**src/logic/aar_pkg.sv**
```systemverilog
// Package with register layout, reset values and timing constants of the auto-answer block.
package aar_pkg;

  localparam int unsigned CLK_HZ          = 125000000;
  localparam int unsigned SEC_NS          = 1000000000;
  localparam int unsigned CLK_PERIOD_NS   = SEC_NS / CLK_HZ;
  localparam int unsigned SECOND_CYCLES   = SEC_NS / CLK_PERIOD_NS;
  localparam int unsigned RING_IDLE_S     = 8;
  localparam int unsigned RING_PERIOD_S   = 6;

  localparam logic [1:0] SEL_RING_NUMBER  = 2'h0;
  localparam logic [1:0] SEL_RING_COUNT   = 2'h1;
  localparam logic [1:0] SEL_ESCAPE       = 2'h2;
  localparam logic [1:0] SEL_TERMINATOR   = 2'h3;

  localparam logic [7:0] RING_NUMBER_RST  = 8'h00;
  localparam logic [7:0] RING_COUNT_RST   = 8'h00;
  localparam logic [7:0] RING_COUNT_MAX   = 8'hFF;
  localparam logic [7:0] ESCAPE_RST       = 8'h2B;
  localparam logic [7:0] TERMINATOR_RST   = 8'h0D;
  localparam int unsigned CHAR_TOP_BIT    = 7;
  localparam logic [6:0] TERM_FIELD_MASK  = 7'h7F;

  typedef enum logic [1:0] {
    AAR_IDLE,
    AAR_RESULT,
    AAR_TERM
  } aar_tx_state_type;

endpackage

```
**src/logic/aar_core.sv**
```systemverilog
// Auto-answer ring counter and command-character registers.
`timescale 1ns/10ps

// Functional notes
// (RQ1) Hold an 8-bit ring number on which incoming calls get answered.
// (RQ2) Ring number takes 0 to 255 and resets to 0.
// (RQ3) Ring number 1 to 255 enables automatic answer.
// (RQ4) Ring number 0 disables automatic answer entirely.
// (RQ5) Ring counter, reset to 0, counts each ring cycle.
// (RQ6) Ring counter clears after eight seconds without any ring cycle.
// (RQ7) Incoming-call report from the exchange generates internal ring cycles, each counted.
// (RQ8) Answer when enabled and ring count equals the ring number.
// (RQ9) Ring counter saturates at 255.
// (RQ10) Escape register holds the code compared against data-mode traffic.
// (RQ11) Escape register resets to 43; 0 to 127 are valid escapes.
// (RQ12) Escape value above 127 disables escape detection.
// (RQ13) Terminal-ready line still switches to command mode when escape disabled.
// (RQ14) Terminator register takes 0 to 127 and resets to 13.
// (RQ15) Terminator character ends a command line and starts its execution.
// (RQ16) Each result code is followed by the terminator character.
module aar_core
  import aar_pkg::*;
#(
  parameter int unsigned RING_PERIOD_CYCLES = aar_pkg::RING_PERIOD_S * aar_pkg::SECOND_CYCLES,
  parameter int unsigned IDLE_CYCLES        = aar_pkg::RING_IDLE_S * aar_pkg::SECOND_CYCLES
)
(
  input  wire logic       sys_clk_i,
  input  wire logic       srst_i,
  input  wire logic       reg_wr_i,
  input  wire logic [1:0] reg_sel_i,
  input  wire logic [7:0] reg_wdata_i,
  output logic      [7:0] reg_rdata_o,
  input  wire logic       call_alert_i,
  output logic            ring_ind_o,
  output logic            answer_o,
  input  wire logic       data_mode_i,
  input  wire logic       data_valid_i,
  input  wire logic [7:0] data_char_i,
  output logic            escape_hit_o,
  input  wire logic       dtr_cmd_sel_i,
  input  wire logic       dtr_drop_i,
  output logic            dtr_cmd_o,
  input  wire logic       cmd_valid_i,
  input  wire logic [7:0] cmd_char_i,
  output logic            line_exec_o,
  input  wire logic       result_valid_i,
  input  wire logic [7:0] result_char_i,
  input  wire logic       result_last_i,
  output logic            result_ready_o,
  output logic            tx_valid_o,
  output logic      [7:0] tx_char_o,
  input  wire logic       tx_ready_i
);
  import aar_pkg::*;

  //----------------------------------------------------------------
  // State
  //----------------------------------------------------------------
  typedef struct packed {
    logic [7:0]       ring_number;
    logic [7:0]       ring_count;
    logic [7:0]       escape_code;
    logic [7:0]       terminator;
    logic [31:0]      ring_timer;
    logic [31:0]      idle_timer;
    logic             ring_ind;
    logic             answer;
    logic             escape_hit;
    logic             dtr_cmd;
    logic             line_exec;
    logic [2:0]       alert_sync;
    logic             alert_level;
    aar_tx_state_type tx_state;
    logic [7:0]       tx_char;
    logic             tx_valid;
  } aar_state_type;

  aar_state_type st_reg;
  aar_state_type st_next;
  logic          ring_tick;
  logic          auto_enable;

  assign auto_enable    = (st_reg.ring_number != RING_NUMBER_RST); // see (RQ3) see (RQ4)
  assign ring_tick      = st_reg.alert_level && (st_reg.ring_timer == 32'h0);
  assign reg_rdata_o    = (reg_sel_i == SEL_RING_NUMBER) ? st_reg.ring_number :
                          (reg_sel_i == SEL_RING_COUNT)  ? st_reg.ring_count  :
                          (reg_sel_i == SEL_ESCAPE)      ? st_reg.escape_code :
                                                           st_reg.terminator;
  assign ring_ind_o     = st_reg.ring_ind;
  assign answer_o       = st_reg.answer;
  assign escape_hit_o   = st_reg.escape_hit;
  assign dtr_cmd_o      = st_reg.dtr_cmd;
  assign line_exec_o    = st_reg.line_exec;
  assign tx_valid_o     = st_reg.tx_valid;
  assign tx_char_o      = st_reg.tx_char;
  assign result_ready_o = (st_reg.tx_state == AAR_IDLE) ||
                          ((st_reg.tx_state == AAR_RESULT) && tx_ready_i);

  //----------------------------------------------------------------
  // Next state
  //----------------------------------------------------------------
  always_comb
  begin
    st_next            = st_reg;
    st_next.answer     = 1'b0;
    st_next.escape_hit = 1'b0;
    st_next.dtr_cmd    = 1'b0;
    st_next.line_exec  = 1'b0;
    st_next.ring_ind   = 1'b0;
    st_next.alert_sync = {st_reg.alert_sync[1:0], call_alert_i};
    if (st_reg.alert_sync[2] == st_reg.alert_sync[1])
    begin
      st_next.alert_level = st_reg.alert_sync[2];
    end
    // The first ring comes at once; later ones follow one ring period apart.
    if (!st_reg.alert_level)
    begin
      st_next.ring_timer = 32'h0;
    end
    else if (ring_tick)
    begin
      st_next.ring_timer = RING_PERIOD_CYCLES - 1;
    end
    else
    begin
      st_next.ring_timer = st_reg.ring_timer - 32'h1;
    end
    if (ring_tick)
    begin
      st_next.ring_ind   = 1'b1; // see (RQ7)
      st_next.idle_timer = 32'h0;
      if (st_reg.ring_count != RING_COUNT_MAX) // see (RQ9)
      begin
        st_next.ring_count = st_reg.ring_count + 8'h01; // see (RQ5)
      end
      if (auto_enable && (st_reg.ring_count + 8'h01 == st_reg.ring_number))
      begin
        st_next.answer = 1'b1; // see (RQ8)
      end
    end
    else if (st_reg.idle_timer >= IDLE_CYCLES - 1)
    begin
      st_next.ring_count = RING_COUNT_RST; // see (RQ6)
      st_next.idle_timer = 32'h0;
    end
    else
    begin
      st_next.idle_timer = st_reg.idle_timer + 32'h1;
    end
    if (reg_wr_i)
    begin
      case (reg_sel_i)
        SEL_RING_NUMBER: st_next.ring_number = reg_wdata_i; // see (RQ1) see (RQ2)
        SEL_ESCAPE:      st_next.escape_code = reg_wdata_i;
        SEL_TERMINATOR:  st_next.terminator  = {1'b0, reg_wdata_i[CHAR_TOP_BIT-1:0] & TERM_FIELD_MASK}; // see (RQ14)
        default:         st_next.ring_count  = st_next.ring_count;
      endcase
    end
    if (data_mode_i && data_valid_i && !st_reg.escape_code[CHAR_TOP_BIT] &&
        (data_char_i == st_reg.escape_code))
    begin
      st_next.escape_hit = 1'b1; // see (RQ10) see (RQ11) see (RQ12)
    end
    if (data_mode_i && dtr_cmd_sel_i && dtr_drop_i)
    begin
      st_next.dtr_cmd = 1'b1; // see (RQ13)
    end
    if (cmd_valid_i && (cmd_char_i == st_reg.terminator))
    begin
      st_next.line_exec = 1'b1; // see (RQ15)
    end
    case (st_reg.tx_state)
      AAR_IDLE:
      begin
        if (result_valid_i)
        begin
          st_next.tx_valid = 1'b1;
          st_next.tx_char  = result_char_i;
          st_next.tx_state = result_last_i ? AAR_TERM : AAR_RESULT;
        end
      end
      AAR_RESULT:
      begin
        if (tx_ready_i)
        begin
          st_next.tx_valid = result_valid_i;
          st_next.tx_char  = result_char_i;
          if (!result_valid_i)
          begin
            st_next.tx_state = AAR_IDLE;
          end
          else if (result_last_i)
          begin
            st_next.tx_state = AAR_TERM;
          end
        end
      end
      AAR_TERM:
      begin
        if (tx_ready_i)
        begin
          st_next.tx_valid = 1'b1;
          st_next.tx_char  = st_reg.terminator; // see (RQ16)
          st_next.tx_state = AAR_RESULT;
        end
      end
      default:
      begin
        st_next.tx_state = AAR_IDLE;
        st_next.tx_valid = 1'b0;
      end
    endcase
  end

  //----------------------------------------------------------------
  // Registers
  //----------------------------------------------------------------
  always_ff @(posedge sys_clk_i)
  begin
    if (srst_i)
    begin
      st_reg             <= '0;
      st_reg.ring_number <= RING_NUMBER_RST; // see (RQ2)
      st_reg.ring_count  <= RING_COUNT_RST;
      st_reg.escape_code <= ESCAPE_RST; // see (RQ11)
      st_reg.terminator  <= TERMINATOR_RST; // see (RQ14)
      st_reg.tx_state    <= AAR_IDLE;
    end
    else
    begin
      st_reg <= st_next;
    end
  end
endmodule

```
**config.mk**
```make
export PLATFORM = sky130hd
export DESIGN_NAME = aar_core
export DESIGN_NICKNAME = d
export VERILOG_FILES = /design/src/logic/aar_pkg.sv /design/src/logic/aar_core.sv
export SDC_FILE = /design/constraint.sdc
export NUM_CORES = 1
export LEC_CHECK = 0
export BUFFER_PORTS_ARGS = -buffer_cell sky130_fd_sc_hd__buf_2
export CAP_MARGIN = 20
export CORE_ASPECT_RATIO = 2
export CORE_MARGIN = 4
export CORE_UTILIZATION = 45
export DETAILED_ROUTE_END_ITERATION = 7
export GPL_TIMING_DRIVEN = 1
export PLACE_DENSITY = 0.67
export SLEW_MARGIN = 20
export SYNTH_ARGS = -nofsm -noshare
export SYNTH_HDL_FRONTEND = slang
export SYNTH_SLANG_ARGS = --single-unit
```
**constraint.sdc**
```tcl
create_clock -name sys_clk_i -period 2.8 [get_ports sys_clk_i]
set_clock_uncertainty 0.1 [all_clocks]
set_input_delay 0.14 -clock sys_clk_i [delete_from_list [all_inputs] [get_ports sys_clk_i]]
set_output_delay 0.14 -clock sys_clk_i [all_outputs]
set_load 0.05 [all_outputs]
```
==> flow_summary_export.csv <==
group,metric,value,unit
outcome,status,"completed",
detailed_routing,drt_iter0_drc,166,
setup_path,worstSetupStartpointType,"flop",
clock_tree,h-tree-depth,4,
die,die_width,85.2,microns
cells_and_area,diodes,0,
placed_design,place_area,0.00584,sq mm
timing,tns,0,ns
timing,rsz0062_at_grt,"false",
cells_and_area,finish.instance_area,0.00671,sq mm
setup_path,cp.arrival,2.90,ns
power,p_clk_share,51.6,%
setup_path,slowest_delay,0.53,ns
die,ios,69,
synthesis,synthMuxAreaShare,7.63,%
synthesis,synth_seq_cells,115,
setup_path,worstSetupPathType,"reg2reg",
synthesis,synth_edf_count,0,
synthesis,synthAdderAreaFrac,0.700,%
job,maxCapViolCount,0,
placed_design,dp_cells,801,
cells_and_area,instances_no_fill,859,
clock_tree,clk_path_buf_depth,2,
timing,finalMaxSlewViolations,0,
clock_tree,cts_resized,0,
synthesis,yosys.area_share.xor_xnor,12.9,%
timing,worst_pin_slew,0.553,ns
die,die_h,162,microns
global_routing,grt_usage,19.5,%
detailed_routing,wl,12.8,mm
power,power_frac_comb,8.4,%
die,start_util,45.8,%
timing,finalSetupViolCount,0,
die,coreArea,0.0117,sq mm
global_routing,gr-total-overflow,0,
clock_tree,clkSlewWorstSetupHoldPaths,0.05,ns
timing,period_minus_slack,2.68,ns
die,dieArea,0.0138,sq mm
setup_path,critPathSlowestCell,"or4_1",
placed_design,port_buffers,68,
power,seq_power_share,40.0,%
min_path,min_path_type,"in2reg",
global_routing,grt_pass1_vias,4669,
detailed_routing,ant_nets,0,
cells_and_area,area_delta_synth_final,25.1,%
detailed_routing,drt-vias-per-instance,5.39,
detailed_routing,drcViolationCount,0,
power,powerDensity,635,mW/mm^2
detailed_routing,vias,4628,
synthesis,synth.avg_cell_area,8.88,sq um
synthesis,seq_area_frac_synth,42.9,%
setup_path,cp-end-kind,"flop",
setup_path,worstPathCellList,"or4_1 > or4_1 > buf_4 > or3_1 > nor3_1 > nor3_1 > a211oi_1",
global_routing,grt_max_degree,32,
timing,fin_crit_sh,95.7,%
global_routing,grt_pass1_wl,21.6,mm
synthesis,synth_top_family_by_area,"simple AND/OR/NAND/NOR gates",
timing,whs,0.00585,ns
cells_and_area,largest_reg_flops,99,
synthesis,synth_top_area_share,42.9,%
power,peakVddDrop,462,uV
timing,max-slew-margin-rel,63.0,%
timing,hold_viol_final,0,
clock_tree,root_buffer,"clkbuf_16",
clock_tree,insertion_delay,0.41,ns
synthesis,synthDistinctLibCells,50,
detailed_routing,firstDrtPassIters,4,
power,power.net_switching,981,uW
cells_and_area,nNetsFinal,751,
cells_and_area,nFillCells,1022,
timing,clock.fmax,373,MHz
die,row_count,56,
power,leakage,2.86,nW
clock_tree,cts-buffers-inserted,17,
synthesis,synth_compound_gate_area_share,7.23,%
synthesis,synth_area,0.00536,sq mm
detailed_routing,routedWlPerCell,14.9,microns
global_routing,antenna_found_initial,0,
placed_design,gp_congestion,0.842,
synthesis,synth_top_cell_by_area,"dfxtp_1",
power,p_int,3.28,mW
synthesis,yosysWarnings,0,
synthesis,ys_top_cells_by_area,"dfxtp_1 (43%), xnor2_1 (7.3%), nor2_1 (6.6%)",
placed_design,dp_hpwl,9.24,mm
clock_tree,clkSinkCount,115,
synthesis,async_reset_ff_share,0,%
clock_tree,cts_tree,"yes",
synthesis,synthFlopType,"dfxtp_1",
synthesis,yosysMostFrequentCell,"dfxtp_1",
setup_path,critPathRequiredTime,3.02,ns
power,swShare,23.0,%
synthesis,yosys-top-cells-count,"dfxtp_1 (115), nor2_1 (94), nand2_1 (49), xnor2_1 (45), xor2_1 (34)",
synthesis,synth-simple-area-share,24.4,%
cells_and_area,finish.utilization,57.3,%
setup_path,cp_max_fo,7,
cells_and_area,drive_above_1_share,17.4,%
synthesis,netlist_instances,604,
-- power by group through the flow --
stage	registers, mW	clock network (mW)	logic [mW]
global route	1.70	2.33	0.389
finish	1.70	2.20	0.358
detailed placement	1.74	0	0.331
CTS	1.70	2.25	0.360
global placement	1.73	0	0.325
floorplan	1.73	0	0.250
-- per-layer routing --
layer  part of all wire (%)  track usage, %
met4                    4.7            12.5
met5                      0               0
met2                     55            35.0
met1                     37            19.5
met3                    3.9            4.76
-- through the flow --
stage	power, mW	worst slack (ns)
floorplan	1.98	0.163
global placement	2.06	0.211
detailed placement	2.07	0.140
CTS	4.31	0.120
global route	4.42	0.0509
finish	4.26	0.121
-- area by class of cell --
cell class | count | area (sq um) | area share [%]
multi-input cells | 445 | 2840 | 42.4
flip-flops and latches | 115 | 2300 | 34.3
repair buffers | 109 | 728 | 10.9
clock buffers | 22 | 474 | 7.07
well taps | 145 | 181 | 2.70
clock inverters | 9 | 129 | 1.92
inverters | 14 | 52.6 | 0.783
-- final timing paths --
kind | start | end | slack [ns] | cells after the start
max | st_reg[68] | st_reg[81] | 0.12 | 7
min | result_char_i[6] | tx_char_o[6] | 0.006 | 3
max reg2reg | st_reg[68] | st_reg[81] | 0.12 | 7
min reg2reg | st_reg[20] | st_reg[20] | 0.34 | 1
-- critical path: cells and delay by family (launching register included) --
family / cells / cell delay [ns]
AOI/OAI and AO/OA: 1 / 0.23
buffers and inverters: 1 / 0.19
DFF: 1 / 0.32
and+or+nand+nor: 5 / 1.74
-- placed cells by master, fill, tap and decap left out, drive strengths merged, types with 11 or more instances in the layout --
cell type	count
dfxtp	115
a21oi	18
nand4	11
nand3	29
nor2	94
dlygate4sd3	27
clkbuf	22
inv	13
nand2	49
and3	12
xnor2	45
a211oi	13
xor2	34
buf	82
mux2i	24
nor4	13
nor3	20
-- cell families (layout without fill, tap and decap cells) --
kind of cell               after synthesis  after routing
other                                    1              2
and+or+nand+nor                        269            269
DFF                                    115            115
xor gates and xnor gates                79             79
muxes                                   32             32
AOI/OAI and AO/OA                       60             60
adders and majority gates                3              3
buffers and inverters                   45            154
-- repair_timing --
action | 4_1_cts | 5_1_grt
hold buffers | 27 | 0
setup buffers | 0 | 0
hold endpoints to repair | 37 | 0
No activity file was read; power rests on OpenSTA's default activity.
